`config.mk`:
```
export PLATFORM = sky130hd
export DESIGN_NAME = mac_tx_flow_ctrl
export DESIGN_NICKNAME = d
export VERILOG_FILES = /design/src/core/mac_fc_pkg.sv /design/src/core/mac_tx_flow_ctrl.sv /design/src/core/mdio_pins.sv
export VERILOG_INCLUDE_DIRS = /design/src /design/src/core
export SDC_FILE = /design/constraint.sdc
export NUM_CORES = 2
export LEC_CHECK = 0
export ABC_AREA = 1
export BUFFER_PORTS_ARGS = -buffer_cell sky130_fd_sc_hd__buf_2
export CAP_MARGIN = 5
export CORE_MARGIN = 3
export CORE_UTILIZATION = 45
export DETAILED_ROUTE_END_ITERATION = 8
export GPL_ROUTABILITY_DRIVEN = 0
export MAX_ROUTING_LAYER = met4
export PLACE_DENSITY_LB_ADDON = 0.3
export REMOVE_ABC_BUFFERS = 1
export SLEW_MARGIN = 20
export SYNTH_ARGS = -nofsm -noshare
export SYNTH_HDL_FRONTEND = slang
export SYNTH_SLANG_ARGS = --single-unit
```
`constraint.sdc`:
```
create_clock -name sys_clk -period 6.5 [get_ports sys_clk]
set_input_delay 0.325 -clock sys_clk [delete_from_list [all_inputs] [get_ports sys_clk]]
set_output_delay 0.325 -clock sys_clk [all_outputs]
set_load 0.05 [all_outputs]
```
`src/core/mac_fc_cfg.svh`:
```
`ifndef MAC_FC_CFG_SVH
`define MAC_FC_CFG_SVH
// config vector layout
`define VEC_W 368
`define BASE_W 80
`define LEG_REF_LO 352
`define PRIO_REF_LO 112
`define PRIO_QNT_LO 96
`define PRIO_STEP 32
`define PRIO_EN_LO 88
`define AUTO_XON 81
`define PFC_ON 80
`define SA_LO 32
`define MAXLEN_LO 16
`define MAX_EN 14
`define SPEED_LO 12
`define FC_EN 5
`define JUMBO_EN 4
`define VLAN_EN 2
`define TX_ON 1
`define TX_RST 0
`define LEGACY_CH 8
`define SPEED_10M 2'h0
`define SPEED_100M 2'h1
// frame lengths
`define LEGAL_LEN 16'h05EE
`define VLAN_LEN 16'h05F2
`define NO_LIMIT 16'hFFFF
// control frame content
`define PREAMBLE 8'h55
`define SFD_BYTE 8'hD5
`define CTRL_DA 48'h010000C28001
`define ETHTYPE 16'h8808
`define OP_PAUSE 16'h0001
`define OP_PFC 16'h0101
`define CRC_POLY 32'hEDB88320
`define CRC_INIT 32'hFFFFFFFF
// byte positions in a control frame
`define IDX_SFD 7'h07
`define IDX_DA 7'h08
`define IDX_SA 7'h0E
`define IDX_TYPE 7'h14
`define IDX_OP 7'h16
`define IDX_PAY 7'h18
`define IDX_PFCQ 7'h1A
`define IDX_PFCEND 7'h2A
`define IDX_FCS 7'h44
`define IDX_LAST 7'h47
`define FRAME_LEN 72
// timing
`define CLK_NS 20
`define QUANTA_NS_1G 512
`define QUANTA_NS_100M 5120
`define QUANTA_NS_10M 51200
`define MDIO_IDLE 1'h1
`endif

```
`src/core/mac_fc_pkg.sv`:
```
package mac_fc_pkg;
	typedef enum logic {FC_IDLE, FC_SEND} fc_state_e;
	typedef logic [15:0] quanta_t;
	typedef logic [6:0] byte_idx_t;
endpackage : mac_fc_pkg

```
`src/core/mac_tx_flow_ctrl.sv`:
```
// Operation
// - config changes apply only between frames; reset bit acts at once
// - vector bits above 79 exist only when priority flow control is built
// - held pause request sends pause, resent when quanta count hits legacy refresh
// - auto xon: drop after more than one cycle high sends zero-quanta frame
// - per-priority refresh value retriggers a frame while that priority stays high
// - each enabled asserted priority puts its own quanta into the frame
// - per-priority enable bit gates that priority's valid input
// - vector address field is the source address of every control frame
// - bit 0 of the address field is the address lsb, sent first
// - lowest address byte goes first on the wire, then higher bytes
// - max frame size field limits transmit length when max mode on, jumbo off
// - management clock divided from the system clock by configured value
// - management enable low drives the data output, high releases the bus
// - rgmii in-band link, speed, duplex reported; transmit clock forwarded
// - pause request sends a frame only when flow control enable is set
// - max frame enable allows over-length frames up to the configured size
`timescale 1ns/10ps
`include "mac_fc_cfg.svh"
module mac_tx_flow_ctrl
	import mac_fc_pkg::*;
#(
	parameter bit PFC_EN = 1'b1
) (
	input wire logic sys_clk, // system clock
	input wire logic rstn, // sync reset, low
	input wire logic [`VEC_W-1:0] tx_config_vector, // async config
	input wire logic client_busy, // user frame in flight
	input wire logic pause_req, // legacy pause request
	input wire logic [15:0] pause_quanta, // legacy pause value
	input wire logic [7:0] priority_flow_valid_n, // per-priority request
	input wire logic [3:0] rgmii_rxd, // rgmii receive data
	input wire logic rgmii_rx_ctl, // rgmii receive control
	input wire logic [7:0] mdc_div, // mdc half period minus one
	input wire logic mdio_enable, // run mdc
	input wire logic mdio_out_data, // management data out
	input wire logic mdio_out_drive, // management drive
	input wire logic mdio_i, // management pin in
	output logic mdio_in_data, // synced management in
	output logic mdc, // management clock
	output logic mdio_o, // management pin out
	output logic mdio_t, // management enable, low drives
	output logic [7:0] gmii_txd, // control frame byte
	output logic gmii_tx_en, // control frame valid
	output logic gmii_tx_er, // always low
	output logic fc_busy, // control frame in flight
	output logic tx_reset, // transmitter reset
	output logic [15:0] tx_max_len, // transmit size limit
	output logic rgmii_txc, // forwarded transmit clock
	output logic inband_link_status, // in-band link up
	output logic [1:0] inband_clock_speed, // in-band speed
	output logic inband_duplex_status // in-band full duplex
);
	localparam logic [11:0] Q1G_CYC = 12'(`QUANTA_NS_1G / `CLK_NS - 1);
	localparam logic [11:0] Q100_CYC = 12'(`QUANTA_NS_100M / `CLK_NS - 1);
	localparam logic [11:0] Q10_CYC = 12'(`QUANTA_NS_10M / `CLK_NS - 1);
	localparam logic [47:0] DA_W = `CTRL_DA;
	localparam logic [15:0] TYPE_W = `ETHTYPE;

	logic [`VEC_W-1:0] vec_in;
	logic [`VEC_W-1:0] cfg_s1;
	logic [`VEC_W-1:0] cfg_s2;
	logic [`VEC_W-1:0] cfg;
	fc_state_e state;
	byte_idx_t idx;
	logic [31:0] crc;
	logic [7:0] frame_byte;
	logic [11:0] tick_cnt;
	logic [11:0] tick_max;
	logic tick;
	logic is_pfc;
	logic [7:0] cls_mask;
	logic [8:0] ch_req;
	logic [8:0] ch_en;
	logic [8:0] ch_act;
	logic [8:0] ch_prev;
	logic [8:0] ch_run;
	logic [8:0] pend_on;
	logic [8:0] pend_off;
	logic [8:0] refresh_hit;
	logic [8:0] take_mask;
	quanta_t ch_ref [0:8];
	quanta_t ch_qnt [0:8];
	quanta_t qcnt [0:8];
	quanta_t snap [0:8];
	logic leg_pend;
	logic pfc_pend;
	logic start;
	logic [4:0] rx_s1;
	logic [4:0] rx_s2;

	// upper vector tied off when priority support is not built
	generate
		if (PFC_EN) begin : g_full
			assign vec_in = tx_config_vector;
		end else begin : g_base
			assign vec_in = {{(`VEC_W - `BASE_W){1'b0}},
				tx_config_vector[`BASE_W-1:0]};
		end
	endgenerate

	always_ff @(posedge sys_clk) begin
		if (!rstn) begin
			cfg_s1 <= '0;
			cfg_s2 <= '0;
		end else begin
			cfg_s1 <= vec_in;
			cfg_s2 <= cfg_s1;
		end
	end

	// applied copy only moves between frames
	always_ff @(posedge sys_clk) begin
		if (!rstn)
			cfg <= '0;
		else if (state == FC_IDLE && !client_busy && !start)
			cfg <= cfg_s2;
	end

	always_ff @(posedge sys_clk) begin
		if (!rstn)
			tx_reset <= 1'h0;
		else
			tx_reset <= cfg_s2[`TX_RST];
	end

	always_ff @(posedge sys_clk) begin
		if (!rstn)
			tx_max_len <= `LEGAL_LEN;
		else if (cfg[`JUMBO_EN])
			tx_max_len <= `NO_LIMIT;
		else if (cfg[`MAX_EN])
			tx_max_len <= cfg[`MAXLEN_LO +: 16];
		else if (cfg[`VLAN_EN])
			tx_max_len <= `VLAN_LEN;
		else
			tx_max_len <= `LEGAL_LEN;
	end

	// one pause quantum of time at the current speed
	always_comb begin
		case (cfg[`SPEED_LO +: 2])
			`SPEED_10M: tick_max = Q10_CYC;
			`SPEED_100M: tick_max = Q100_CYC;
			default: tick_max = Q1G_CYC;
		endcase
	end
	assign tick = (tick_cnt >= tick_max);

	always_ff @(posedge sys_clk) begin
		if (!rstn || tick)
			tick_cnt <= 12'h000;
		else
			tick_cnt <= tick_cnt + 12'h001;
	end

	genvar c;
	generate
		for (c = 0; c <= `LEGACY_CH; c++) begin : g_ch
			if (c == `LEGACY_CH) begin : g_leg
				assign ch_req[c] = pause_req;
				assign ch_en[c] = cfg[`FC_EN];
				assign ch_ref[c] = cfg[`LEG_REF_LO +: 16];
				assign ch_qnt[c] = pause_quanta;
			end else begin : g_prio
				assign ch_req[c] = priority_flow_valid_n[c];
				assign ch_en[c] = cfg[`PFC_ON] & cfg[`PRIO_EN_LO + c];
				assign ch_ref[c] = cfg[`PRIO_REF_LO + c * `PRIO_STEP +: 16];
				assign ch_qnt[c] = cfg[`PRIO_QNT_LO + c * `PRIO_STEP +: 16];
			end
			assign ch_act[c] = ch_req[c] & ch_en[c];
			assign refresh_hit[c] = ch_act[c] & ch_prev[c] & (ch_ref[c] != 16'h0000)
				& (qcnt[c] >= ch_ref[c]);

			always_ff @(posedge sys_clk) begin
				if (!rstn) begin
					ch_prev[c] <= 1'h0;
					ch_run[c] <= 1'h0;
				end else begin
					ch_prev[c] <= ch_act[c];
					ch_run[c] <= ch_act[c] & ch_prev[c];
				end
			end

			always_ff @(posedge sys_clk) begin
				if (!rstn || take_mask[c] || !ch_act[c] || refresh_hit[c])
					qcnt[c] <= 16'h0000;
				else if (tick && qcnt[c] != 16'hFFFF)
					qcnt[c] <= qcnt[c] + 16'h0001;
			end

			// a new request wins over the clear by a frame start
			always_ff @(posedge sys_clk) begin
				if (!rstn) begin
					pend_on[c] <= 1'h0;
					pend_off[c] <= 1'h0;
				end else begin
					pend_on[c] <= (ch_act[c] & ~ch_prev[c]) | refresh_hit[c]
						| (pend_on[c] & ~take_mask[c]);
					pend_off[c] <= (~ch_act[c] & ch_prev[c] & ch_run[c] & cfg[`AUTO_XON])
						| (pend_off[c] & ~take_mask[c]);
				end
			end

			always_ff @(posedge sys_clk) begin
				if (!rstn)
					snap[c] <= 16'h0000;
				else if (start)
					snap[c] <= pend_on[c] ? ch_qnt[c] : 16'h0000;
			end

			refresh_trig_a: assert property (@(posedge sys_clk) disable iff (!rstn)
				refresh_hit[c] |=> pend_on[c] && qcnt[c] == 16'h0000)
				else $error("refresh did not raise a frame request");
		end
	endgenerate

	assign leg_pend = pend_on[`LEGACY_CH] | pend_off[`LEGACY_CH];
	assign pfc_pend = |(pend_on[7:0] | pend_off[7:0]);
	assign start = (state == FC_IDLE) && !client_busy && cfg[`TX_ON] && !cfg[`TX_RST]
		&& (leg_pend || pfc_pend);

	// legacy frames go first; a priority frame takes every pending class
	always_comb begin
		take_mask = 9'h000;
		if (start && leg_pend)
			take_mask = 9'h100;
		else if (start)
			take_mask = {1'h0, pend_on[7:0] | pend_off[7:0]};
	end

	always_ff @(posedge sys_clk) begin
		if (!rstn) begin
			is_pfc <= 1'h0;
			cls_mask <= 8'h00;
		end else if (start) begin
			is_pfc <= !leg_pend;
			cls_mask <= take_mask[7:0];
		end
	end

	always_ff @(posedge sys_clk) begin
		if (!rstn) begin
			state <= FC_IDLE;
			idx <= 7'h00;
		end else begin
			case (state)
				FC_IDLE: begin
					idx <= 7'h00;
					if (start)
						state <= FC_SEND;
				end
				FC_SEND: begin
					idx <= idx + 7'h01;
					if (idx == `IDX_LAST)
						state <= FC_IDLE;
				end
				default: state <= FC_IDLE;
			endcase
		end
	end
	assign fc_busy = (state == FC_SEND);

	function automatic logic [31:0] crc_step(input logic [31:0] cin, input logic [7:0] d);
		logic [31:0] r;
		r = cin;
		for (int b = 0; b < 8; b++) begin
			if (r[0] ^ d[b])
				r = (r >> 1) ^ `CRC_POLY;
			else
				r = r >> 1;
		end
		return r;
	endfunction : crc_step

	// byte at position idx of the control frame
	always_comb begin
		logic [6:0] off;
		logic [15:0] word;
		off = 7'h00;
		word = 16'h0000;
		frame_byte = 8'h00;
		if (idx < `IDX_SFD) begin
			frame_byte = `PREAMBLE;
		end else if (idx == `IDX_SFD) begin
			frame_byte = `SFD_BYTE;
		end else if (idx < `IDX_SA) begin
			off = idx - `IDX_DA;
			frame_byte = DA_W[{off[2:0], 3'h0} +: 8];
		end else if (idx < `IDX_TYPE) begin
			off = idx - `IDX_SA;
			frame_byte = cfg[`SA_LO + {off[2:0], 3'h0} +: 8];
		end else if (idx < `IDX_FCS) begin
			if (idx < `IDX_OP)
				word = TYPE_W;
			else if (idx < `IDX_PAY)
				word = is_pfc ? `OP_PFC : `OP_PAUSE;
			else if (idx < `IDX_PFCQ)
				word = is_pfc ? {8'h00, cls_mask} : snap[`LEGACY_CH];
			else if (is_pfc && idx < `IDX_PFCEND) begin
				off = idx - `IDX_PFCQ;
				word = snap[off[3:1]];
			end
			frame_byte = idx[0] ? word[7:0] : word[15:8];
		end else begin
			off = idx - `IDX_FCS;
			frame_byte = ~crc[{off[1:0], 3'h0} +: 8];
		end
	end

	always_ff @(posedge sys_clk) begin
		if (!rstn || start)
			crc <= `CRC_INIT;
		else if (state == FC_SEND && idx >= `IDX_DA && idx < `IDX_FCS)
			crc <= crc_step(crc, frame_byte);
	end

	always_ff @(posedge sys_clk) begin
		if (!rstn) begin
			gmii_txd <= 8'h00;
			gmii_tx_en <= 1'h0;
			gmii_tx_er <= 1'h0;
		end else begin
			gmii_txd <= (state == FC_SEND) ? frame_byte : 8'h00;
			gmii_tx_en <= (state == FC_SEND);
			gmii_tx_er <= 1'h0;
		end
	end

	// in-band status is only sent between received frames
	always_ff @(posedge sys_clk) begin
		if (!rstn) begin
			rx_s1 <= 5'h00;
			rx_s2 <= 5'h00;
		end else begin
			rx_s1 <= {rgmii_rx_ctl, rgmii_rxd};
			rx_s2 <= rx_s1;
		end
	end

	always_ff @(posedge sys_clk) begin
		if (!rstn) begin
			inband_link_status <= 1'h0;
			inband_clock_speed <= 2'h0;
			inband_duplex_status <= 1'h0;
		end else if (!rx_s2[4]) begin
			inband_link_status <= rx_s2[0];
			inband_clock_speed <= rx_s2[2:1];
			inband_duplex_status <= rx_s2[3];
		end
	end

	always_ff @(posedge sys_clk) begin
		if (!rstn)
			rgmii_txc <= 1'h0;
		else
			rgmii_txc <= ~rgmii_txc;
	end

	mdio_pins u_mdio (
		.sys_clk(sys_clk),
		.rstn(rstn),
		.mdc_div(mdc_div),
		.mdio_enable(mdio_enable),
		.mdio_out_data(mdio_out_data),
		.mdio_out_drive(mdio_out_drive),
		.mdio_i(mdio_i),
		.mdio_in_data(mdio_in_data),
		.mdc(mdc),
		.mdio_o(mdio_o),
		.mdio_t(mdio_t)
	);

	cfg_hold_a: assert property (@(posedge sys_clk) disable iff (!rstn)
		(fc_busy || client_busy) |=> $stable(cfg))
		else $error("config changed during a frame");
	reset_now_a: assert property (@(posedge sys_clk) disable iff (!rstn)
		$rose(cfg_s2[`TX_RST]) |=> tx_reset)
		else $error("reset bit not applied at once");
	fc_gate_a: assert property (@(posedge sys_clk) disable iff (!rstn)
		($rose(pause_req) && !cfg[`FC_EN] && !pend_on[`LEGACY_CH]) |=> !pend_on[`LEGACY_CH])
		else $error("pause request honoured while disabled");
	prio_gate_a: assert property (@(posedge sys_clk) disable iff (!rstn)
		(start && !leg_pend) |-> (take_mask[7:0] & ~(pend_on[7:0] | pend_off[7:0])) == 8'h00
		&& (pend_on[7:0] & ~ch_en[7:0] & ~ch_prev[7:0]) == 8'h00)
		else $error("disabled priority in frame");
	auto_xon_a: assert property (@(posedge sys_clk) disable iff (!rstn)
		(!ch_act[`LEGACY_CH] && ch_prev[`LEGACY_CH] && ch_run[`LEGACY_CH] && cfg[`AUTO_XON])
		|=> pend_off[`LEGACY_CH])
		else $error("auto xon not raised");
	sa_first_a: assert property (@(posedge sys_clk) disable iff (!rstn)
		(fc_busy && idx == `IDX_SA) |=> gmii_txd == cfg[`SA_LO +: 8])
		else $error("first source byte wrong");
	sa_last_a: assert property (@(posedge sys_clk) disable iff (!rstn)
		(fc_busy && idx == `IDX_TYPE - 7'h01) |=> gmii_txd == cfg[`SA_LO + 40 +: 8])
		else $error("last source byte wrong");
	pfc_quanta_a: assert property (@(posedge sys_clk) disable iff (!rstn)
		(fc_busy && is_pfc && idx == `IDX_PFCQ) |=> gmii_txd == snap[0][15:8]
		##1 gmii_txd == snap[0][7:0])
		else $error("priority quanta misplaced");
	frame_len_a: assert property (@(posedge sys_clk) disable iff (!rstn)
		$rose(gmii_tx_en) |-> ##71 gmii_tx_en ##1 !gmii_tx_en)
		else $error("control frame length wrong");
	max_len_a: assert property (@(posedge sys_clk) disable iff (!rstn)
		(cfg[`MAX_EN] && !cfg[`JUMBO_EN]) |=> tx_max_len == $past(cfg[`MAXLEN_LO +: 16]))
		else $error("max frame limit not applied");
endmodule : mac_tx_flow_ctrl

```
`src/core/mdio_pins.sv`:
```
`timescale 1ns/10ps
`include "mac_fc_cfg.svh"
module mdio_pins (
	input wire logic sys_clk, // system clock
	input wire logic rstn, // sync reset, low
	input wire logic [7:0] mdc_div, // mdc half period minus one
	input wire logic mdio_enable, // run mdc
	input wire logic mdio_out_data, // value to drive
	input wire logic mdio_out_drive, // drive request
	input wire logic mdio_i, // pin input
	output logic mdio_in_data, // synced pin input
	output logic mdc, // management clock
	output logic mdio_o, // pin output value
	output logic mdio_t // pin enable, low drives
);
	logic [7:0] div_cnt;
	logic in_s1;

	always_ff @(posedge sys_clk) begin
		if (!rstn) begin
			div_cnt <= 8'h00;
			mdc <= 1'h0;
		end else if (!mdio_enable) begin
			div_cnt <= 8'h00;
			mdc <= 1'h0;
		end else if (div_cnt == mdc_div) begin
			div_cnt <= 8'h00;
			mdc <= ~mdc;
		end else begin
			div_cnt <= div_cnt + 8'h01;
		end
	end

	always_ff @(posedge sys_clk) begin
		if (!rstn) begin
			mdio_o <= 1'h0;
			mdio_t <= 1'h1;
		end else begin
			mdio_o <= mdio_out_data;
			mdio_t <= ~mdio_out_drive;
		end
	end

	// idle high when the pin is left tied
	always_ff @(posedge sys_clk) begin
		if (!rstn) begin
			in_s1 <= `MDIO_IDLE;
			mdio_in_data <= `MDIO_IDLE;
		end else begin
			in_s1 <= mdio_i;
			mdio_in_data <= in_s1;
		end
	end

	mdio_drive_a: assert property (@(posedge sys_clk) disable iff (!rstn)
		mdio_out_drive |=> !mdio_t && mdio_o == $past(mdio_out_data))
		else $error("mdio not driven after drive request");
	mdc_hold_a: assert property (@(posedge sys_clk) disable iff (!rstn)
		(mdio_enable && div_cnt != mdc_div) |=> $stable(mdc))
		else $error("mdc toggled before divider count");
endmodule : mdio_pins

```
==> results.json <==
{
  "io_pins": 450,
  "whs_ps": 253.2,
  "multi_input_area_um2": 18630,
  "cts.htree.levels": 4,
  "p_leak_nw": 34.50,
  "post-cts-setup-buffers": 0,
  "end_kind": "flip-flop",
  "ys_seq_elements": 1519,
  "drt-initial-drc-count": 2890,
  "antenna_left": 0,
  "outcome": "finished, final reports clean",
  "die_height_um": 365.5,
  "die_area_um2": 133600,
  "syn2layout_area_growth_pct": 22.23,
  "synth_cell_types": 61,
  "tns_ps": 0,
  "tightest_slew_ps": 1068,
  "path_class": "reg -> reg",
  "design.core.area_um2": 128000,
  "crit_path_start_kind": "flip-flop",
  "cap_violations": 0,
  "maxSlewViolCount": 0,
  "antenna_found_initial": 3,
  "relSlewSlack_pct": 28.81,
  "hold_viol": 0,
  "vdd_drop_max_mv": 0.2743,
  "grt_pass1_wl_mm": 225.2,
  "rr_worst_depth": 20,
  "drive_gt1_share_pct": 10.47,
  "synth_top_flop_cell": "dfxtp_1",
  "cp.arrival_ps": 5220,
  "die_w_um": 365.5,
  "fmax_ghz": 0.2199,
  "clkLatencyLatePin_ps": 790,
  "wire_per_inst_um": 14.95,
  "setup_viol": 0,
  "syn_inst": 6885,
  "avgSynthCellArea_um2": 8.449,
  "clock-skew-final_ps": 30.05,
  "grt_setup_unrepaired": "no",
  "cp.required_ps": 7170,
  "synth_edf_count": 288,
  "nFillCells": 11240,
  "grt_pass1_vias": 44090,
  "clk_pin_slew_ps": 60,
  "yosys_warnings": 0,
  "numClockSinks": 1519,
  "clk_path_buf_depth": 3,
  "initial_utilization_pct": 45.44,
  "via_per_inst": 4.743,
  "numPortBuffers": 440,
  "hp-class": "in -> reg",
  "grt_max_degree": 260,
  "async_flop_share_pct": 0,
  "synth_area_um2": 58170,
  "cts-root-buf": "clkbuf_16",
  "cts_tree": "yes",
  "cts_buffers": 159,
  "vias": 45000,
  "most-common-layout-cells": "nand2_1, inv_1, dfxtp_1",
  "hpwlAfterDp_mm": 91.21,
  "rows": 131,
  "drt_wl_total_mm": 141.9,
  "hold_path_depth": 3,
  "final_common_cell": "nand2_1",
  "register_area_um2": 33300,
  "yosysSeqAreaShare_pct": 57.23,
  "crit_fanout": 41,
  "gr-total-overflow": 0,
  "drcViolationCount": 0,
  "track_usage_pct": 21.70,
  "power.density_nw_per_um2": 290.6,
  "period_minus_slack_ps": 4547,
  "timing.final.crit_share_pct": 69.95,
  "dr.pass1.iters": 6,
  "nets": 8207
}
per-stage QoR:
stage	util, %	instance area, um2	std cells	total power [W]	setup slack [ps]
finish	55.54	71100	9488	0.02066	1953
global route	55.54	71100	9488	0.02149	1680
CTS	55.54	71090	9486	0.02089	1996
detailed placement	48.15	61630	8790	0.01147	1996
global placement	48.15	61630	8790	0.01144	2049
floorplan	-	56950	6592	0.01099	-3714
where the power goes:
group | internal [W] | switching [W] | leakage, nW
Combinational | 0.000538 | 0.000777 | 18.4
Sequential | 0.00999 | 0.000149 | 13.4
Clock | 0.00538 | 0.00382 | 2.67
cell usage after synthesis, types with 29 or more instances:
master	count	area, um2
clkbuf_1	247	927.1
nand4_1	61	381.6
inv_1	1324	4970
a21oi_1	481	2407
edfxtp_1	288	8648
nand3_1	246	1231
o21ai_0	461	2307
nor2_1	555	2083
xor2_1	72	630.6
nand2_1	1357	5094
dfxtp_1	1231	24640
xnor2_1	29	254.0
nor3_1	80	400.4
ha_1	170	2127
nor4_1	32	200.2
state kept, by name (all words and copies together), names as in the netlist, 2 cells and up:
register,count
cfg,360
cfg_s1,360
cfg_s2,360
ch_prev,9
ch_run,9
cls_mask,8
crc,32
gmii_txd,8
idx,7
inband_clock_speed,2
pend_off,9
pend_on,9
qcnt,144
rx_s1,5
rx_s2,5
snap,144
tick_cnt,12
tx_max_len,16
u_mdio.div_cnt,8
per-layer routing:
metal / vias to the layer above / track usage (%) / part of all wire [%]
met5: - / - / 0
met4: 0 / 7.687 / 3.0
met3: 277 / 3.559 / 4.9
met2: 1013 / 35.54 / 47
met1: 20820 / 27.19 / 45
li1: 22890 / - / -
logic make-up after synthesis:
| family | Yosys count | share of synthesized area (%) |
|---|---|---|
| XOR/XNOR | 107 | 1.766 |
| buffers and inverters | 1636 | 10.75 |
| multiplexers | 1 | 0.01721 |
| AO/OA/AOI/OAI | 1042 | 9.411 |
| other | 1 | 0.006447 |
| adder cells (fa/ha/maj) | 170 | 3.657 |
| flip-flops | 1519 | 57.23 |
| AND/OR/NAND/NOR | 2409 | 17.16 |
worst max-delay path, stage by stage (launching register included):
cell,delay [ps]
dfxtp_4,600
inv_4,180
ha_2,350
buf_4,490
inv_2,550
nand3_1,230
nand3_1,100
nand3_2,170
nand3_1,130
nand2_1,90
nand2_1,130
nand2_1,100
nand3_2,90
nand2_4,150
xor2_4,290
nand2_1,140
nand2_4,150
xor2_1,200
nand2_1,70
nand3_1,80
nand2_1,70
worst paths after layout:
| check | start | endpoint | slack (ps) |
|---|---|---|---|
| max | idx[1] | crc[4] | 1950 |
| min | mdio_out_drive | u_mdio.mdio_t | 250 |
| max reg2reg | idx[1] | crc[4] | 1950 |
| min reg2reg | cfg_s1[205] | cfg_s2[205] | 390 |
layout make-up:
| cell class | instances | share of cell area, % |
|---|---|---|
| clock buffers | 238 | 6.763 |
| well taps | 1729 | 3.043 |
| repair buffers | 871 | 9.148 |
| multi-input cells | 3730 | 26.21 |
| diodes | 2 | 0.007039 |
| clock inverters | 56 | 0.8817 |
| flip-flops and latches | 1519 | 46.84 |
| inverters | 1343 | 7.112 |
timing repair:
item                       4_1_cts  5_1_grt
resized for setup                0        0
hold buffers                   402        0
setup endpoints to repair        0        0
hold endpoints to repair       463        0
Power figures use the tool's default switching activity.
